File: src/design/dbg_tap_cfg.svh
// constants for the debug and test access block
`ifndef DBG_TAP_CFG_SVH
`define DBG_TAP_CFG_SVH
`define OFF_CTRL         8'h00
`define OFF_STATUS       8'h04
`define OFF_COMMS_TX     8'h08
`define OFF_COMMS_RX     8'h0C
`define WP_PAGE0         3'h1
`define WP_PAGE1         3'h2
`define WP_ADDR_F        3'h0
`define WP_AMASK_F       3'h1
`define WP_DATA_F        3'h2
`define WP_DMASK_F       3'h3
`define WP_CTRL_F        3'h4
`define CTRL_HALT_BIT    1
`define CTRL_RESTART_BIT 2
`define WPC_EN_BIT       0
`define WPC_EXT_BIT      1
`define WPC_EXT_SEL_BIT  2
`define ST_DEBUG_BIT     0
`define ST_RX_FULL_BIT   1
`define ST_TX_EMPTY_BIT  2
`define ST_RANGE_LSB     3
`define ST_CAUSE_LSB     5
`define IR_EXTEST        4'h0
`define IR_SCAN_N        4'h2
`define IR_RESTART       4'h4
`define IR_INTEST        4'hC
`define IR_IDCODE        4'hE
`define IR_BYPASS        4'hF
`define IR_CAPTURE       4'h1
`define CHAIN_RESET      5'h00
`define CHAIN_COMMS      5'h01
`define CHAIN_EXT        5'h03
`define DR_MSB_WORD      5'h1F
`define DR_MSB_SCAN_N    5'h04
`define DR_MSB_BYPASS    5'h00
`endif

File: src/design/dbg_tap_pkg.sv
// types shared by the debug and test access block
package dbg_tap_pkg;
  typedef enum logic [3:0] {
    TAP_RESET   = 4'hF,
    TAP_IDLE    = 4'hC,
    TAP_SEL_DR  = 4'h7,
    TAP_CAP_DR  = 4'h6,
    TAP_SH_DR   = 4'h2,
    TAP_EX1_DR  = 4'h1,
    TAP_PA_DR   = 4'h3,
    TAP_EX2_DR  = 4'h0,
    TAP_UPD_DR  = 4'h5,
    TAP_SEL_IR  = 4'h4,
    TAP_CAP_IR  = 4'hE,
    TAP_SH_IR   = 4'hA,
    TAP_EX1_IR  = 4'h9,
    TAP_PA_IR   = 4'hB,
    TAP_EX2_IR  = 4'h8,
    TAP_UPD_IR  = 4'hD
  } tap_state_t;
endpackage

File: src/design/pin_sync.sv
// two-stage synchroniser for pin inputs
`timescale 1ns/100ps
`default_nettype none
module pin_sync #(
  parameter int W = 1
) (
  input  wire logic         clk,
  input  wire logic         rst_n,
  input  wire logic         ce,
  input  wire logic [W-1:0] d,
  output logic      [W-1:0] q
);
  logic [W-1:0] meta_q;

  always_ff @(posedge clk or negedge rst_n) begin
    if (!rst_n) begin
      meta_q <= '0;
      q      <= '0;
    end else if (ce) begin
      meta_q <= d;
      q      <= meta_q;
    end
  end
endmodule
`default_nettype wire

File: src/design/tap_fsm.sv
// test access port state machine
`timescale 1ns/100ps
`default_nettype none
module tap_fsm (
  input  wire logic        clk,
  input  wire logic        rst_n,
  input  wire logic        adv,
  input  wire logic        tms,
  output dbg_tap_pkg::tap_state_t state_q
);
  dbg_tap_pkg::tap_state_t state_d;

  always_comb begin
    state_d = state_q;
    case (state_q)
      dbg_tap_pkg::TAP_RESET:  state_d = tms ? dbg_tap_pkg::TAP_RESET  : dbg_tap_pkg::TAP_IDLE;
      dbg_tap_pkg::TAP_IDLE:   state_d = tms ? dbg_tap_pkg::TAP_SEL_DR : dbg_tap_pkg::TAP_IDLE;
      dbg_tap_pkg::TAP_SEL_DR: state_d = tms ? dbg_tap_pkg::TAP_SEL_IR : dbg_tap_pkg::TAP_CAP_DR;
      dbg_tap_pkg::TAP_CAP_DR: state_d = tms ? dbg_tap_pkg::TAP_EX1_DR : dbg_tap_pkg::TAP_SH_DR;
      dbg_tap_pkg::TAP_SH_DR:  state_d = tms ? dbg_tap_pkg::TAP_EX1_DR : dbg_tap_pkg::TAP_SH_DR;
      dbg_tap_pkg::TAP_EX1_DR: state_d = tms ? dbg_tap_pkg::TAP_UPD_DR : dbg_tap_pkg::TAP_PA_DR;
      dbg_tap_pkg::TAP_PA_DR:  state_d = tms ? dbg_tap_pkg::TAP_EX2_DR : dbg_tap_pkg::TAP_PA_DR;
      dbg_tap_pkg::TAP_EX2_DR: state_d = tms ? dbg_tap_pkg::TAP_UPD_DR : dbg_tap_pkg::TAP_SH_DR;
      dbg_tap_pkg::TAP_UPD_DR: state_d = tms ? dbg_tap_pkg::TAP_SEL_DR : dbg_tap_pkg::TAP_IDLE;
      dbg_tap_pkg::TAP_SEL_IR: state_d = tms ? dbg_tap_pkg::TAP_RESET  : dbg_tap_pkg::TAP_CAP_IR;
      dbg_tap_pkg::TAP_CAP_IR: state_d = tms ? dbg_tap_pkg::TAP_EX1_IR : dbg_tap_pkg::TAP_SH_IR;
      dbg_tap_pkg::TAP_SH_IR:  state_d = tms ? dbg_tap_pkg::TAP_EX1_IR : dbg_tap_pkg::TAP_SH_IR;
      dbg_tap_pkg::TAP_EX1_IR: state_d = tms ? dbg_tap_pkg::TAP_UPD_IR : dbg_tap_pkg::TAP_PA_IR;
      dbg_tap_pkg::TAP_PA_IR:  state_d = tms ? dbg_tap_pkg::TAP_EX2_IR : dbg_tap_pkg::TAP_PA_IR;
      dbg_tap_pkg::TAP_EX2_IR: state_d = tms ? dbg_tap_pkg::TAP_UPD_IR : dbg_tap_pkg::TAP_SH_IR;
      dbg_tap_pkg::TAP_UPD_IR: state_d = tms ? dbg_tap_pkg::TAP_SEL_DR : dbg_tap_pkg::TAP_IDLE;
      default:                 state_d = dbg_tap_pkg::TAP_RESET;
    endcase
  end

  // moves only on enabled test clock edges
  always_ff @(posedge clk or negedge rst_n) begin
    if (!rst_n) begin
      state_q <= dbg_tap_pkg::TAP_RESET;
    end else if (adv) begin
      state_q <= state_d;
    end
  end
endmodule
`default_nettype wire

File: src/design/debug_tap_signal_interface.sv
// debug state, watchpoints, comms channel and test access port of the core
//
// The APB interface to the registers and the address map were decided locally.
`timescale 1ns/100ps
`default_nettype none
`include "dbg_tap_cfg.svh"
module debug_tap_signal_interface #(
  parameter logic [31:0] ID_VALUE = 32'h0000_0001  // arbitrary identification value
) (
  input  wire logic        pclk,
  input  wire logic        presetn,
  input  wire logic        clk_en,
  input  wire logic [7:0]  paddr,
  input  wire logic        psel,
  input  wire logic        penable,
  input  wire logic        pwrite,
  input  wire logic [31:0] pwdata,
  output logic      [31:0] prdata,
  output logic             pready,
  output logic             pslverr,
  input  wire logic        fetch_done,
  input  wire logic        pipe_advance,
  input  wire logic        pipe_flush,
  input  wire logic        exec_valid,
  input  wire logic        exec_cond_pass,
  input  wire logic        data_req_done,
  input  wire logic [31:0] bus_addr,
  input  wire logic [31:0] bus_data,
  input  wire logic        data_watch_halt_in,
  input  wire logic        instr_break_halt_in,
  input  wire logic [1:0]  external_condition_in,
  input  wire logic        debug_features_enable,
  input  wire logic        external_halt_request,
  input  wire logic        test_reset_n,
  input  wire logic        test_clock_enable,
  input  wire logic        test_mode_select,
  input  wire logic        test_serial_in,
  input  wire logic        ext_chain_shift_in,
  output logic             comms_rx_full,
  output logic             comms_tx_empty,
  output logic             debug_state_ack,
  output logic             instr_executed_out,
  output logic      [1:0]  watch_range_match,
  output logic             internal_halt_request,
  output logic      [3:0]  tap_instr_value,
  output logic      [4:0]  selected_chain_id,
  output logic      [3:0]  tap_state_code,
  output logic             test_serial_out,
  output logic             test_out_enable_n,
  output logic             ext_chain_shift_out
);
  logic        dbg_en_s;
  logic        ext_req_s;
  logic        tck_s;
  logic        tms_s;
  logic        tdi_s;
  logic        chain_in_s;
  logic        dbg_rst_n;
  logic        adv;
  dbg_tap_pkg::tap_state_t tap_st;

  // debug internal state also cleared by the test reset pin, level sensitive
  assign dbg_rst_n = presetn & test_reset_n;

  pin_sync #(.W(6)) u_sync (
    .clk   (pclk),
    .rst_n (presetn),
    .ce    (clk_en),
    .d     ({debug_features_enable, external_halt_request, test_clock_enable,
             test_mode_select, test_serial_in, ext_chain_shift_in}),
    .q     ({dbg_en_s, ext_req_s, tck_s, tms_s, tdi_s, chain_in_s})
  );

  assign adv = clk_en & tck_s;

  tap_fsm u_tap (
    .clk     (pclk),
    .rst_n   (dbg_rst_n),
    .adv     (adv),
    .tms     (tms_s),
    .state_q (tap_st)
  );

  // ---------------- apb slave ----------------
  logic        acc;
  logic        wr_fire;
  logic        rd_fire;
  logic [31:0] rdata_d;
  logic        map_err;
  logic [31:0] ctrl_q;
  logic [31:0] tx_data_q;
  logic [31:0] rx_data_q;
  logic [31:0] wp_addr_q  [2];
  logic [31:0] wp_amask_q [2];
  logic [31:0] wp_data_q  [2];
  logic [31:0] wp_dmask_q [2];
  logic [2:0]  wp_ctrl_q  [2];
  logic [2:0]  cause_q;
  logic        dbg_q;

  function automatic logic wp_page(input logic [7:0] a, output logic idx);
    idx = (a[7:5] == `WP_PAGE1);
    return ((a[7:5] == `WP_PAGE0) || (a[7:5] == `WP_PAGE1)) && (a[4:2] <= `WP_CTRL_F)
           && (a[1:0] == 2'h0);
  endfunction

  function automatic logic addr_ok(input logic [7:0] a);
    logic i;
    addr_ok = (a == `OFF_CTRL) || (a == `OFF_STATUS) || (a == `OFF_COMMS_TX)
              || (a == `OFF_COMMS_RX) || wp_page(a, i);
  endfunction

  // answer one cycle into the access phase
  assign acc     = clk_en & psel & penable;
  assign wr_fire = acc & pready & pwrite & addr_ok(paddr);
  assign rd_fire = acc & pready & !pwrite & addr_ok(paddr);

  always_comb begin
    logic wi;
    wi = 1'b0;
    rdata_d = 32'h0000_0000;
    map_err = 1'b0;
    if (paddr == `OFF_CTRL) begin
      rdata_d = ctrl_q;
    end else if (paddr == `OFF_STATUS) begin
      rdata_d[`ST_DEBUG_BIT]    = dbg_q;
      rdata_d[`ST_RX_FULL_BIT]  = comms_rx_full;
      rdata_d[`ST_TX_EMPTY_BIT] = comms_tx_empty;
      rdata_d[`ST_RANGE_LSB +: 2] = watch_range_match;
      rdata_d[`ST_CAUSE_LSB +: 3] = cause_q;
    end else if (paddr == `OFF_COMMS_TX) begin
      rdata_d = tx_data_q;
    end else if (paddr == `OFF_COMMS_RX) begin
      rdata_d = rx_data_q;
    end else if (wp_page(paddr, wi)) begin
      if (paddr[4:2] == `WP_ADDR_F) begin
        rdata_d = wp_addr_q[wi];
      end else if (paddr[4:2] == `WP_AMASK_F) begin
        rdata_d = wp_amask_q[wi];
      end else if (paddr[4:2] == `WP_DATA_F) begin
        rdata_d = wp_data_q[wi];
      end else if (paddr[4:2] == `WP_DMASK_F) begin
        rdata_d = wp_dmask_q[wi];
      end else begin
        rdata_d[2:0] = wp_ctrl_q[wi];
      end
    end else begin
      map_err = 1'b1;
    end
  end

  always_ff @(posedge pclk or negedge presetn) begin
    if (!presetn) begin
      pready  <= 1'b0;
      pslverr <= 1'b0;
      prdata  <= 32'h0000_0000;
    end else if (clk_en) begin
      pready  <= psel & penable & !pready;
      pslverr <= psel & penable & !pready & map_err;
      prdata  <= (psel & penable & !pready & !pwrite) ? rdata_d : 32'h0000_0000;
    end
  end

  // restart bit is a one-shot request, it never stays set
  always_ff @(posedge pclk or negedge dbg_rst_n) begin
    if (!dbg_rst_n) begin
      ctrl_q <= 32'h0000_0000;
    end else if (clk_en) begin
      if (wr_fire && paddr == `OFF_CTRL) begin
        ctrl_q <= pwdata;
      end else begin
        ctrl_q[`CTRL_RESTART_BIT] <= 1'b0;
      end
    end
  end

  always_ff @(posedge pclk or negedge dbg_rst_n) begin
    if (!dbg_rst_n) begin
      for (int i = 0; i < 2; i++) begin
        wp_addr_q[i]  <= 32'h0000_0000;
        wp_amask_q[i] <= 32'hFFFF_FFFF;
        wp_data_q[i]  <= 32'h0000_0000;
        wp_dmask_q[i] <= 32'hFFFF_FFFF;
        wp_ctrl_q[i]  <= 3'h0;
      end
    end else if (clk_en && wr_fire && paddr[7:5] != 3'h0) begin
      if (paddr[4:2] == `WP_ADDR_F) begin
        wp_addr_q[paddr[6]] <= pwdata;
      end else if (paddr[4:2] == `WP_AMASK_F) begin
        wp_amask_q[paddr[6]] <= pwdata;
      end else if (paddr[4:2] == `WP_DATA_F) begin
        wp_data_q[paddr[6]] <= pwdata;
      end else if (paddr[4:2] == `WP_DMASK_F) begin
        wp_dmask_q[paddr[6]] <= pwdata;
      end else begin
        wp_ctrl_q[paddr[6]] <= pwdata[2:0];
      end
    end
  end

  // ---------------- watchpoints ----------------
  function automatic logic masked_eq(input logic [31:0] v, input logic [31:0] r,
                                     input logic [31:0] m);
    return ((v ^ r) & ~m) == 32'h0000_0000;
  endfunction

  logic [1:0] range_d;
  logic [1:0] wp_hit;

  // mask bits set mean "don't care"
  for (genvar g = 0; g < 2; g++) begin : g_wp
    logic ext_ok;
    assign ext_ok = !wp_ctrl_q[g][`WPC_EXT_BIT]
                    | external_condition_in[wp_ctrl_q[g][`WPC_EXT_SEL_BIT]];
    assign range_d[g] = masked_eq(bus_addr, wp_addr_q[g], wp_amask_q[g])
                        & masked_eq(bus_data, wp_data_q[g], wp_dmask_q[g]) & ext_ok;
    assign wp_hit[g]  = range_d[g] & wp_ctrl_q[g][`WPC_EN_BIT] & data_req_done;
  end

  always_ff @(posedge pclk or negedge dbg_rst_n) begin
    if (!dbg_rst_n) begin
      watch_range_match <= 2'h0;
    end else if (clk_en) begin
      watch_range_match <= range_d;
    end
  end

  // ---------------- debug state ----------------
  logic bp_dec_q;
  logic bp_exe_q;
  logic halt_watch;
  logic halt_break;
  logic halt_req;
  logic enter;
  logic restart_tap;
  logic leave;
  logic [3:0] ir_sh_q;

  // a breakpoint tag rides with its instruction; flushed or spent tags never halt
  always_ff @(posedge pclk or negedge dbg_rst_n) begin
    if (!dbg_rst_n) begin
      bp_dec_q <= 1'b0;
      bp_exe_q <= 1'b0;
    end else if (clk_en) begin
      if (pipe_flush || halt_break) begin
        bp_dec_q <= 1'b0;
        bp_exe_q <= 1'b0;
      end else begin
        if (pipe_advance) begin
          bp_exe_q <= bp_dec_q;
          bp_dec_q <= 1'b0;
        end
        if (fetch_done) begin
          bp_dec_q <= instr_break_halt_in;
        end
      end
    end
  end

  assign halt_watch  = data_req_done & (data_watch_halt_in | (|wp_hit));
  assign halt_break  = exec_valid & bp_exe_q;
  assign halt_req    = ext_req_s | ctrl_q[`CTRL_HALT_BIT];
  assign enter       = dbg_en_s & !dbg_q & (halt_watch | halt_break | halt_req);
  // decode the word being loaded, the old instruction is still on the output
  assign restart_tap = adv && tap_st == dbg_tap_pkg::TAP_UPD_IR
                       && ir_sh_q == `IR_RESTART;
  assign leave       = restart_tap || ctrl_q[`CTRL_RESTART_BIT];

  // entry wins over a restart arriving in the same cycle
  always_ff @(posedge pclk or negedge dbg_rst_n) begin
    if (!dbg_rst_n) begin
      dbg_q   <= 1'b0;
      cause_q <= 3'h0;
    end else if (clk_en) begin
      if (enter) begin
        dbg_q   <= 1'b1;
        cause_q <= {halt_req, halt_break, halt_watch};
      end else if (leave) begin
        dbg_q <= 1'b0;
      end
    end
  end

  always_ff @(posedge pclk or negedge dbg_rst_n) begin
    if (!dbg_rst_n) begin
      debug_state_ack       <= 1'b0;
      internal_halt_request <= 1'b0;
      instr_executed_out    <= 1'b0;
    end else if (clk_en) begin
      debug_state_ack       <= enter | (dbg_q & !leave);
      internal_halt_request <= halt_req;
      instr_executed_out    <= exec_valid & exec_cond_pass & !dbg_q & !enter;
    end
  end

  // ---------------- tap registers ----------------
  logic [31:0] dr_sh_q;
  logic        comms_sel;
  logic        ext_sel;
  logic        sh_ir;
  logic        sh_dr;
  logic [4:0]  dr_msb;

  function automatic logic [4:0] msb_of(input logic [3:0] ir, input logic [4:0] ch);
    if (ir == `IR_IDCODE) begin
      return `DR_MSB_WORD;
    end else if (ir == `IR_SCAN_N) begin
      return `DR_MSB_SCAN_N;
    end else if ((ir == `IR_INTEST || ir == `IR_EXTEST) && ch == `CHAIN_COMMS) begin
      return `DR_MSB_WORD;
    end else begin
      return `DR_MSB_BYPASS;
    end
  endfunction

  assign sh_ir     = tap_st == dbg_tap_pkg::TAP_SH_IR;
  assign sh_dr     = tap_st == dbg_tap_pkg::TAP_SH_DR;
  assign comms_sel = (tap_instr_value == `IR_INTEST || tap_instr_value == `IR_EXTEST)
                     && selected_chain_id == `CHAIN_COMMS;
  assign ext_sel   = (tap_instr_value == `IR_INTEST || tap_instr_value == `IR_EXTEST)
                     && selected_chain_id == `CHAIN_EXT;
  assign dr_msb    = msb_of(tap_instr_value, selected_chain_id);

  // every tap register except tap_state_code holds unless the test clock enable is high
  always_ff @(posedge pclk or negedge dbg_rst_n) begin
    if (!dbg_rst_n) begin
      ir_sh_q         <= `IR_IDCODE;
      tap_instr_value <= `IR_IDCODE;
    end else if (adv) begin
      if (tap_st == dbg_tap_pkg::TAP_RESET) begin
        tap_instr_value <= `IR_IDCODE;
      end else if (tap_st == dbg_tap_pkg::TAP_CAP_IR) begin
        ir_sh_q <= `IR_CAPTURE;
      end else if (sh_ir) begin
        ir_sh_q <= {tdi_s, ir_sh_q[3:1]};
      end else if (tap_st == dbg_tap_pkg::TAP_UPD_IR) begin
        tap_instr_value <= ir_sh_q;
      end
    end
  end

  always_ff @(posedge pclk or negedge dbg_rst_n) begin
    if (!dbg_rst_n) begin
      dr_sh_q           <= 32'h0000_0000;
      selected_chain_id <= `CHAIN_RESET;
    end else if (adv) begin
      if (tap_st == dbg_tap_pkg::TAP_CAP_DR) begin
        if (tap_instr_value == `IR_IDCODE) begin
          dr_sh_q <= ID_VALUE;
        end else if (tap_instr_value == `IR_SCAN_N) begin
          dr_sh_q <= {27'h0000000, selected_chain_id};
        end else if (comms_sel) begin
          dr_sh_q <= tx_data_q;
        end else begin
          dr_sh_q <= 32'h0000_0000;
        end
      end else if (sh_dr) begin
        dr_sh_q         <= dr_sh_q >> 1;
        dr_sh_q[dr_msb] <= tdi_s;
      end else if (tap_st == dbg_tap_pkg::TAP_UPD_DR
                   && tap_instr_value == `IR_SCAN_N) begin
        selected_chain_id <= dr_sh_q[4:0];
      end
    end
  end

  // serial out lags the shift edge by one enabled edge
  always_ff @(posedge pclk or negedge dbg_rst_n) begin
    if (!dbg_rst_n) begin
      test_serial_out     <= 1'b0;
      test_out_enable_n   <= 1'b1;
      ext_chain_shift_out <= 1'b0;
    end else if (adv) begin
      test_serial_out     <= sh_ir ? ir_sh_q[0] : (ext_sel ? chain_in_s : dr_sh_q[0]);
      test_out_enable_n   <= !(sh_ir | sh_dr);
      ext_chain_shift_out <= (sh_dr & ext_sel) ? tdi_s : ext_chain_shift_out;
    end
  end

  always_ff @(posedge pclk or negedge dbg_rst_n) begin
    if (!dbg_rst_n) begin
      tap_state_code <= dbg_tap_pkg::TAP_RESET;
    end else if (clk_en) begin
      tap_state_code <= tap_st;
    end
  end

  // ---------------- comms channel ----------------
  logic cap_tx;
  logic upd_rx;

  assign cap_tx = adv && tap_st == dbg_tap_pkg::TAP_CAP_DR && comms_sel;
  assign upd_rx = adv && tap_st == dbg_tap_pkg::TAP_UPD_DR && comms_sel;

  // a debugger fill in the same cycle as a software read keeps the flag set
  always_ff @(posedge pclk or negedge dbg_rst_n) begin
    if (!dbg_rst_n) begin
      rx_data_q     <= 32'h0000_0000;
      comms_rx_full <= 1'b0;
    end else if (clk_en) begin
      if (upd_rx) begin
        rx_data_q     <= dr_sh_q;
        comms_rx_full <= 1'b1;
      end else if (rd_fire && paddr == `OFF_COMMS_RX) begin
        comms_rx_full <= 1'b0;
      end
    end
  end

  // writes while the transmit buffer is full are dropped
  always_ff @(posedge pclk or negedge dbg_rst_n) begin
    if (!dbg_rst_n) begin
      tx_data_q      <= 32'h0000_0000;
      comms_tx_empty <= 1'b1;
    end else if (clk_en) begin
      if (wr_fire && paddr == `OFF_COMMS_TX && comms_tx_empty) begin
        tx_data_q      <= pwdata;
        comms_tx_empty <= 1'b0;
      end else if (cap_tx) begin
        comms_tx_empty <= 1'b1;
      end
    end
  end
endmodule
`default_nettype wire

File: config.mk
export PLATFORM = sky130hd
export DESIGN_NAME = debug_tap_signal_interface
export DESIGN_NICKNAME = d
export VERILOG_FILES = /design/src/design/dbg_tap_pkg.sv /design/src/design/pin_sync.sv /design/src/design/tap_fsm.sv /design/src/design/debug_tap_signal_interface.sv
export VERILOG_INCLUDE_DIRS = /design/src /design/src/design
export SDC_FILE = /design/constraint.sdc
export NUM_CORES = 1
export LEC_CHECK = 0
export BUFFER_PORTS_ARGS = -buffer_cell sky130_fd_sc_hd__buf_2
export CORE_UTILIZATION = 45
export DETAILED_ROUTE_END_ITERATION = 7
export GPL_ROUTABILITY_DRIVEN = 1
export SLEW_MARGIN = 0
export SYNTH_ARGS = -nofsm -noshare
export SYNTH_HDL_FRONTEND = slang
export SYNTH_SLANG_ARGS = --single-unit
export TNS_END_PERCENT = 100
File: constraint.sdc
create_clock -name pclk -period 32.9 [get_ports pclk]
set_input_delay 6.58 -clock pclk [delete_from_list [all_inputs] [get_ports pclk]]
set_output_delay 6.58 -clock pclk [all_outputs]
set_load 0.005 [all_outputs]
==> flow_metrics.tcl, run 1 <==
set metrics [dict create \
    ys_ff_latch 473 \
    grt_pass1_vias 16700 \
    clock_path_buffers 3 \
    synth_top_family_by_area "multiplexers" \
    final_cell_mix "mux2_2 (345), dfrtp_1 (329), buf_2 (183), dfstp_2 (144), o21ai_0 (135)" \
    clk_latency_ns 0.61 \
    path_clk_slew_ns 0.06 \
    postCtsResizedCells 0 \
    mostFrequentLayoutCell "mux2_2" \
    gp_congestion 0.908 \
    grt_max_degree 183 \
    cts_buffers 52 \
    vdd_drop_max_mv 0.0341 \
    crit_path_start "paddr[2]" \
    ys_seq_area_share_pct 51.4 \
    clock.fmax_mhz 110 \
    nets 2202 \
    drtPass1Iterations 5 \
    hold_path_class "register to register" \
    rsz0062_at_grt "false" \
    antenna_found_initial 1 \
    dr_wl_met3_um 4710 \
    synth.cell_area_um2 23400 \
    grt_usage_pct 28.1 \
    cts_sinks 473 \
    synth_cell_types 51 \
    synth_mux_area_share_pct 23.8 \
    grt_pass1_wl_um 111000 \
    synth.avg_cell_area_um2 11.9 \
    cts-root-buf "clkbuf_16" \
    synth_enable_flop_cells 0 \
    dp_cells 2701 \
    first_iter_violations 1462 \
    ys.flop_type "dfrtp_1" \
    max_cap_violations 0 \
    cp.arrival_ns 9.58 \
    wl_met2_um 34300 \
    met1_length_um 33300 \
    p_leak_nw 12.0 \
    path_class "input port to register" \
    post-cts-setup-buffers 0 \
    dp_hpwl_um 50000 \
    rows 83 \
    hold_viol 0 \
    dr.max_layer_used "met4" \
    tightest_slew_ns 1.15 \
    yosys.area_share.adder_pct 0 \
    yosys.area_share.xor_xnor_pct 4.87 \
    slew_violations 0 \
    syn_nets 2091 \
    min-delay-start "test_serial_out" \
    place_worst_setup_slack_ns 23.10 \
    finalCriticalPeriod_ns 9.11 \
    synth_compound_area_share_pct 11.3 \
    die_y_um 230 \
    reg2reg_from "wp_data_q[54]" \
    die_w_um 230 \
    antenna_left 0 \
    numPortBuffers 183 \
    final.setup.tns_ns 0 \
    drt_drc_violations_left 0 \
    startpoint_type "input port" \
    fin_cells 2800 \
    setup_ws_ns 23.79 \
    wl_per_cell_um 26.6 \
    num_io_pins 184 \
    syn_to_final_growth_pct 13.0 \
    die_area_um2 52800 \
    fin_skew_ns 0.0165 \
    synth-async-reset-ratio_pct 100 \
    setup_viol 0 \
    start_util_pct 45.6 \
    post-route-period-util_pct 27.7 \
    wl_um 74600 \
    critPathCaptureType "register" \
    cp.required_ns 33.36 \
    htreeDepth 2 \
    coreArea_um2 51300 \
    drive_gt1_share_pct 37.6 \
    synthSimpleGateAreaFrac_pct 5.43 \
    routed_via_density 5.96 \
    powerDensity_nw_per_um2 50.7 \
    yosys_warnings 0 \
    run_status "completed" \
    path_max_fanout 44 \
    ctsHoldBuffers 0 \
    dr_total_vias 16700 \
    cts_tree "done" \
    grt_overflow 0 \
    syn_inst 1964 \
    relSlewSlack_pct 23.1 \
]
## layer usage
layer	up-vias	global-route usage [%]
li1	7383	-
met3	103	4.33
met2	612	44.1
met1	8592	39.7
met5	-	0
met4	0	9.69
## power breakdown
part,internal (W),total [W],switching [W]
combinational,0.0000459,0.000124,0.0000777
sequential,0.000607,0.000637,0.0000293
clock,0.000337,0.000579,0.000242
total,0.000991,0.00134,0.000349
## sequential cells by signal, summed over array words and instances (netlist names), 32 cells and up
signal      cells
ctrl_q         32
dr_sh_q        32
prdata         32
rx_data_q      32
tx_data_q      32
wp_addr_q      64
wp_amask_q     64
wp_data_q      64
wp_dmask_q     64
## path summary, 6_finish.rpt
kind,to,slack (ns),cells after the start
min reg2reg,test_serial_out,0.48,2
max in group asynchronous,wp_addr_q[22],23.83,5
max,prdata[13],23.79,11
max reg2reg,cause_q[2],29.59,7
min,test_serial_out,0.48,2
min in group asynchronous,debug_state_ack,6.06,2
## cells in the mapped netlist, drive strengths merged (2+ instances only)
library cell	number	area share [%]
mux2i	125	5.4
nand3	11	0.24
nor3b	2	0.064
nand4	7	0.19
nor2	40	0.77
o211ai	3	0.096
a21o	4	0.13
nor2b	33	0.88
o41ai	3	0.11
nand2b	7	0.19
a21oi	89	1.9
a211oi	6	0.19
o31ai	4	0.13
and2	8	0.21
buf	71	1.6
o22ai	125	3.3
dfstp	144	16
a31o	2	0.075
or3	15	0.42
a31oi	6	0.16
o2bb2ai	29	1.1
mux4	3	0.29
inv	13	0.21
o311ai	2	0.075
xnor2	129	4.8
or2	2	0.054
o21ai	135	2.9
nand2	75	1.2
clkbuf	84	1.3
nor4	20	0.54
nor3	16	0.34
mux2	377	18
nand3b	4	0.13
dfrtp	329	35
and3	3	0.080
a22oi	31	1.0
## stage by stage
stage	util, %	area, um2	total power, W	hold WS [ns]
final	51.5	26400	0.00134	0.483
after global placement	48.2	24700	0.000767	0.468
after detailed placement	48.2	24700	0.000769	0.463
after global routing	51.5	26400	0.00139	0.504
after CTS	51.5	26400	0.00135	0.480
after floorplan	-	23400	0.000712	0.445
## cell families after synthesis
group | count (synthesis)
compound gates | 442
xor+xnor | 130
buf+inv | 168
flops | 473
mux | 505
simple gates | 246
## critical path: stages
cell and delay (ns):
buf_2 0.10, buf_4 0.28, inv_1 0.29, buf_4 0.29
or3_1 0.14, buf_4 0.49, o22ai_1 0.18, o21ai_0 0.66
a22oi_1 0.23, a21oi_1 0.19, o2bb2ai_1 0.07
## final cells by class
cell class / count / area [um2]
well taps: 680 / 851
clock buffers: 88 / 1600
inverters: 13 / 48.8
diodes: 1 / 2.50
multi-input cells: 1323 / 10600
clock inverters: 10 / 86.3
fillers: 4584 / 24900
repair buffers: 212 / 1160
flip-flops and latches: 473 / 12000
Note: power is estimated with default switching activity, not from simulation.
==> inputs of run 2 (changes only) <==
--- a/config.mk
+++ b/config.mk
@@ -6,6 +6,7 @@
 export SDC_FILE = /design/constraint.sdc
 export NUM_CORES = 1
 export LEC_CHECK = 0
+export ABC_AREA = 1
 export BUFFER_PORTS_ARGS = -buffer_cell sky130_fd_sc_hd__buf_2
 export CORE_UTILIZATION = 45
 export DETAILED_ROUTE_END_ITERATION = 7
==> constraint.sdc (replaced) <==
create_clock -name pclk -period 9.05 [get_ports pclk]
set_input_delay 1.81 -clock pclk [delete_from_list [all_inputs] [get_ports pclk]]
set_output_delay 1.81 -clock pclk [all_outputs]
set_load 0.005 [all_outputs]
==> run 2 against run 1 <==
Against the previous run:
- final cell count increased by 38%
- via count increased by 29%
- clock power increased to 3.7 times the previous value
- largest cell class unchanged
- highest routed layer is now met5
==> flow_metrics.tcl, run 2 <==
set metrics [dict create \
    path_class "input port to register" \
    synth_top_area_cell "dfrtp_1" \
    fin_cells 3869 \
    antenna_left 0 \
    grt_pass1_vias 19900 \
    grt_most_used_layer "met2" \
    ys_seq_area_share_pct 50.9 \
    synth.cell_area_um2 23600 \
    gp_congestion 0.915 \
    start_util_pct 45.7 \
    grt_max_degree 162 \
    yosys_warnings 0 \
    yosysMostFrequentCell "nand2_1" \
    syn_to_final_growth_pct 13.2 \
    hold_path_end "wp_dmask_q[42]" \
    yosys.area_share.xor_xnor_pct 0.631 \
    path_cells "buf_2, inv_2, nor2_1, nand2_4, buf_4, buf_4, a21oi_1, o21ai_0, nand4_1, nand3_1, nand2_1, a221oi_1, o21ai_0" \
    dp_hpwl_um 52900 \
    numPortBuffers 183 \
    drt_drc_violations_left 0 \
    p_leak_nw 12.3 \
    die_area_um2 53400 \
    min-delay-start "wp_dmask_q[42]" \
    cts_buffers 53 \
    synth.avg_cell_area_um2 7.79 \
    die_y_um 231 \
    hold_path_class "register to register" \
    grt_pass1_wl_um 121000 \
    yosys-top-cells-count "nand2_1 (864), dfrtp_1 (329), inv_1 (289)" \
    path_clk_slew_ns 0.06 \
    cp.arrival_ns 4.77 \
    critPathCaptureType "register" \
    post-cts-setup-buffers 0 \
    nets 3271 \
    rrSetupSlack_ns 5.92 \
    clock_path_buffers 3 \
    synth_enable_flop_cells 0 \
    wl_um 78600 \
    ys_top_cells_by_area "dfrtp_1 (35%), dfstp_2 (16%), nand2_1 (14%), o21ai_1 (5.8%), o21ai_0 (5.7%)" \
    path_max_fanout 80 \
    grtUsageMet1_pct 43.9 \
    synth_top_family_by_area "simple AND/OR/NAND/NOR gates" \
    yosys.area_share.adder_pct 0 \
    finalCriticalPeriod_ns 4.34 \
    cts_tree "done" \
    max_cap_violations 0 \
    synthSimpleGateAreaFrac_pct 22.5 \
    ys_ff_latch 473 \
    drive_gt1_share_pct 15.4 \
    routed_via_density 5.55 \
    wl_per_cell_um 20.3 \
    drtPass1Iterations 6 \
    num_io_pins 184 \
    rsz0062_at_grt "false" \
    slew_violations 0 \
    htreeDepth 2 \
    first_iter_violations 2221 \
    synth-async-reset-ratio_pct 100 \
    clock.fmax_mhz 230 \
    rows 83 \
    cp_num_buf_inv 4 \
    slowest_delay_ns 0.67 \
    dr_total_vias 21500 \
    coreArea_um2 51600 \
    syn_inst 3030 \
    synth_compound_area_share_pct 18.3 \
    critPathTopFamily "buffers and inverters" \
    cts_sinks 473 \
    dp_cells 3769 \
    synth_top_cell_area_share_pct 34.9 \
    syn_nets 3157 \
    whs_path_depth 2 \
    synth_mux_area_share_pct 0 \
    synth_cell_types 46 \
    ctsHoldBuffers 0 \
    antenna_found_initial 2 \
    reg2reg_from "tap_instr_value[2]" \
    reg2reg_depth 9 \
    powerDensity_nw_per_um2 194 \
    relSlewSlack_pct 18.0 \
    grt_overflow 0 \
    fin_skew_ns 0.0176 \
    mostFrequentLayoutCell "nand2_1" \
    timing.rr.end "rx_data_q[2]" \
    grtUsageMet2_pct 45.7 \
    ys.flop_type "dfrtp_1" \
    cp.required_ns 9.48 \
    cts-root-buf "clkbuf_16" \
    run_status "completed" \
    startpoint_type "input port" \
    final.setup.tns_ns 0 \
    hold_viol 0 \
    grt_usage_pct 29.7 \
    die_w_um 231 \
    clk_latency_ns 0.61 \
    antenna_cells 0 \
    postCtsResizedCells 0 \
    setup_viol 0 \
    vdd_drop_max_mv 0.137 \
    crit_slowest_cell "buf_4" \
    final_cell_mix "nand2_1 (862), dfrtp_1 (329), inv_1 (287), o21ai_1 (274), o21ai_0 (271)" \
    tightest_slew_ns 1.23 \
    grtUsageMet3_pct 4.13 \
    post-route-period-util_pct 48.0 \
]
==> run 2: changes by cell type in the layout (fill, tap and decap cells not counted), moves of 32 or more <==
cell,before,now
mux2_2,345,0
mux2i_1,125,0
mux2_1,32,0
o21ai_1,0,274
nand3_1,11,127
nand4_1,7,43
o22ai_1,125,10
nor2b_1,33,0
o21ai_0,135,271
nand2_1,75,862
nor2_1,35,188
inv_1,13,287
xnor2_1,129,17
a21oi_1,89,151
==> run 2: worst min-delay path: cells and delay by family, from the launching register on <==
| kind | cells | cell delay [ns] |
|---|---|---|
| AO/OA/AOI/OAI | 1 | 0.05 |
| flip-flops | 1 | 0.36 |
| AND/OR/NAND/NOR | 1 | 0.05 |
==> run 2: cell type report <==
| cell class | count | area (um2) |
|---|---|---|
| multi-input cells | 2105 | 9830 |
| well taps | 680 | 851 |
| flip-flops and latches | 473 | 12000 |
| inverters | 300 | 1130 |
| repair buffers | 211 | 1150 |
| clock buffers | 85 | 1640 |
| fillers | 4936 | 24900 |
| clock inverters | 15 | 106 |
==> run 2: cells by family after synthesis <==
family | Yosys count
compound gates | 805
xor+xnor | 17
buf+inv | 452
flops | 473
simple gates | 1283
==> run 2: layer usage <==
metal	wire (um)	up-vias
li1	-	10200
met1	35500	10300
met2	35200	878
met3	5900	120
met4	1990	2
met5	13	-
==> run 2: how the worst max path moves through the flow <==
stage	start	to	slack [ns]	depth (start not counted)
final	paddr[6]	prdata[22]	4.71	13
after global routing	paddr[6]	prdata[18]	4.48	13
after CTS	paddr[6]	prdata[22]	4.80	13
after floorplan	presetn	bp_dec_q	1.46	2
after detailed placement	paddr[6]	prdata[18]	4.20	13
after global placement	paddr[6]	prdata[16]	4.31	13
==> run 2: power by group <==
group / leakage (nW) / total (W) / internal [W] / switching [W]
logic: 5.42 / 0.000654 / 0.000196 / 0.000457
clock network: 0.869 / 0.00216 / 0.00126 / 0.000894
registers: 5.96 / 0.00237 / 0.00227 / 0.0000955
==> run 2: metrics by stage <==
step	hold WS (ns)	power [W]	area, um2	util (%)	worst slack [ns]
3_3_place_gp	0.460	0.00304	25000	48.4	4.31
5_1_grt	0.485	0.00540	26700	51.8	4.48
2_1_floorplan	0.437	0.00279	23600	-	1.46
3_5_place_dp	0.463	0.00306	25000	48.4	4.20
4_1_cts	0.475	0.00522	26700	51.8	4.80
6_report	0.473	0.00518	26700	51.8	4.71
==> inputs of run 3 (changes only) <==
--- a/config.mk
+++ b/config.mk
@@ -11,6 +11,7 @@
 export CORE_UTILIZATION = 45
 export DETAILED_ROUTE_END_ITERATION = 7
 export GPL_ROUTABILITY_DRIVEN = 1
+export PLACE_DENSITY = 0.65
 export SLEW_MARGIN = 0
 export SYNTH_ARGS = -nofsm -noshare
 export SYNTH_HDL_FRONTEND = slang
==> constraint.sdc (replaced) <==
create_clock -name pclk -period 3.8 [get_ports pclk]
set_input_delay 0.76 -clock pclk [delete_from_list [all_inputs] [get_ports pclk]]
set_output_delay 0.76 -clock pclk [all_outputs]
set_load 0.005 [all_outputs]
==> run 3 against run 2 <==
Against the previous run:
- critical path depth decreased by 3
- clock power increased to 2.5 times the previous value
- wire length fell by 0.60%
- largest cell class unchanged
- worst setup slack got worse by 3.7 ns
- sequential power is 140% higher
- flip-flop and latch count stayed put
- non-clock buffer count is 18 higher
- power grew 150%
- global-route usage decreased by 0.38 points
- critical path type unchanged
- register-to-register slack worse by 4.8 ns
==> flow_metrics.tcl, run 3 (synthesis results as in run 2) <==
set metrics [dict create \
    run_status "completed" \
    die_area_um2 53400 \
    hold_viol 0 \
    cts_buffers 53 \
    grt_overflow 0 \
    final.setup.tns_ns 0 \
    critPathCaptureType "register" \
    routed_via_density 5.59 \
    cts_tree "done" \
    drive_gt1_share_pct 16.1 \
    drt_drc_violations_left 0 \
    finalCriticalPeriod_ns 2.84 \
    hold_path_class "input port to register" \
    syn_to_final_growth_pct 15.1 \
    htreeDepth 2 \
    wl_um 78200 \
    start_util_pct 45.7 \
    vdd_drop_max_mv 0.358 \
    grt_pass1_wl_um 121000 \
    drtPass1Iterations 5 \
    clock_path_buffers 3 \
    dr_wl_met3_um 6430 \
    mostFrequentLayoutCell "nand2_1" \
    coreArea_um2 51600 \
    fin_skew_ns 0.0120 \
    postCtsResizedCells 0 \
    antenna_found_initial 4 \
    design_area_um2 27200 \
    met1_length_um 33400 \
    antenna_left 0 \
    rsz0062_at_grt "false" \
    setup_ws_ns 0.961 \
    die_w_um 231 \
    place_worst_setup_slack_ns 0.415 \
    wl_per_cell_um 20.1 \
    dr.max_layer_used "met5" \
    powerDensity_nw_per_um2 469 \
    cts_sinks 473 \
    grt_usage_pct 29.4 \
    p_leak_nw 12.4 \
    clock.fmax_mhz 352 \
    max_cap_violations 0 \
    gp_congestion 0.938 \
    startpoint_type "input port" \
    path_class "input port to register" \
    final_cell_mix "nand2_1 (861), dfrtp_1 (329), inv_1 (287), o21ai_1 (274), o21ai_0 (271)" \
    tightest_slew_ns 1.16 \
    cts-root-buf "clkbuf_16" \
    grt_pass1_vias 20600 \
    die_y_um 231 \
    relSlewSlack_pct 22.5 \
    slew_violations 0 \
    power_w 0.0127 \
    rows 83 \
    clk_latency_ns 0.61 \
    num_io_pins 184 \
    dp_hpwl_um 53300 \
    grt_max_degree 95 \
    nets 3289 \
    path_max_fanout 23 \
    post-cts-setup-buffers 0 \
    post-route-period-util_pct 74.7 \
    numPortBuffers 183 \
    cp.arrival_ns 3.36 \
    wl_met2_um 35400 \
    dr_total_vias 21800 \
    placed_area_um2 25300 \
    path_clk_slew_ns 0.06 \
    setup_viol 0 \
    cp.required_ns 4.32 \
    first_iter_violations 2364 \
    ctsHoldBuffers 0 \
]
[run 3: worst paths after layout]
kind / slack (ns) / endpoint / from / cells past startpoint
max in group asynchronous: 2.39 / wp_dmask_q[54] / presetn / 5
hold reg to reg: 0.47 / wp_dmask_q[35] / wp_dmask_q[35] / 2
hold / removal: 0.35 / u_sync.meta_q[1] / test_serial_in / 3
setup reg to reg: 1.10 / cause_q[1] / wp_dmask_q[36] / 14
setup / recovery: 0.96 / prdata[14] / paddr[1] / 10
min in group asynchronous: 0.36 / bp_dec_q / test_reset_n / 3
[run 3: per-stage QoR]
stage | cells | util (%) | hold slack [ns]
final | 3889 | 52.7 | 0.353
after global routing | 3887 | 52.7 | 0.354
after CTS | 3886 | 52.7 | 0.330
after detailed placement | 3787 | 49.0 | 0.465
after global placement | 3787 | 49.0 | 0.459
after floorplan | 3030 | - | 0.437
[run 3: routing by layer]
metal | track usage [%] | vias up
met3 | 5.72 | 152
met1 | 40.8 | 10500
met2 | 45.6 | 903
li1 | - | 10200
met4 | 10.7 | 4
met5 | 0 | -
[run 3: layout make-up]
type / instances / area [um2]
Tap cell: 680 / 851
Antenna cell: 3 / 7.51
Clock buffer: 78 / 1590
Multi-Input combinational cell: 2105 / 9830
Clock inverter: 21 / 279
Timing Repair Buffer: 229 / 1470
Sequential cell: 473 / 12000
Inverter: 300 / 1130
Fill cell: 4898 / 24400
[run 3: worst max-delay path: stages]
cell      delay (ns)
buf_2           0.09
nor2_1          0.22
inv_1           0.20
a21oi_1         0.19
nand2_2         0.18
inv_1           0.89
nand3_1         0.42
nand2_1         0.18
a221oi_1        0.08
o21ai_1         0.13
[run 3: report_power, final]
group	switching, W	internal (W)
logic	0.00111	0.000491
registers	0.000227	0.00542
clock network	0.00219	0.00331
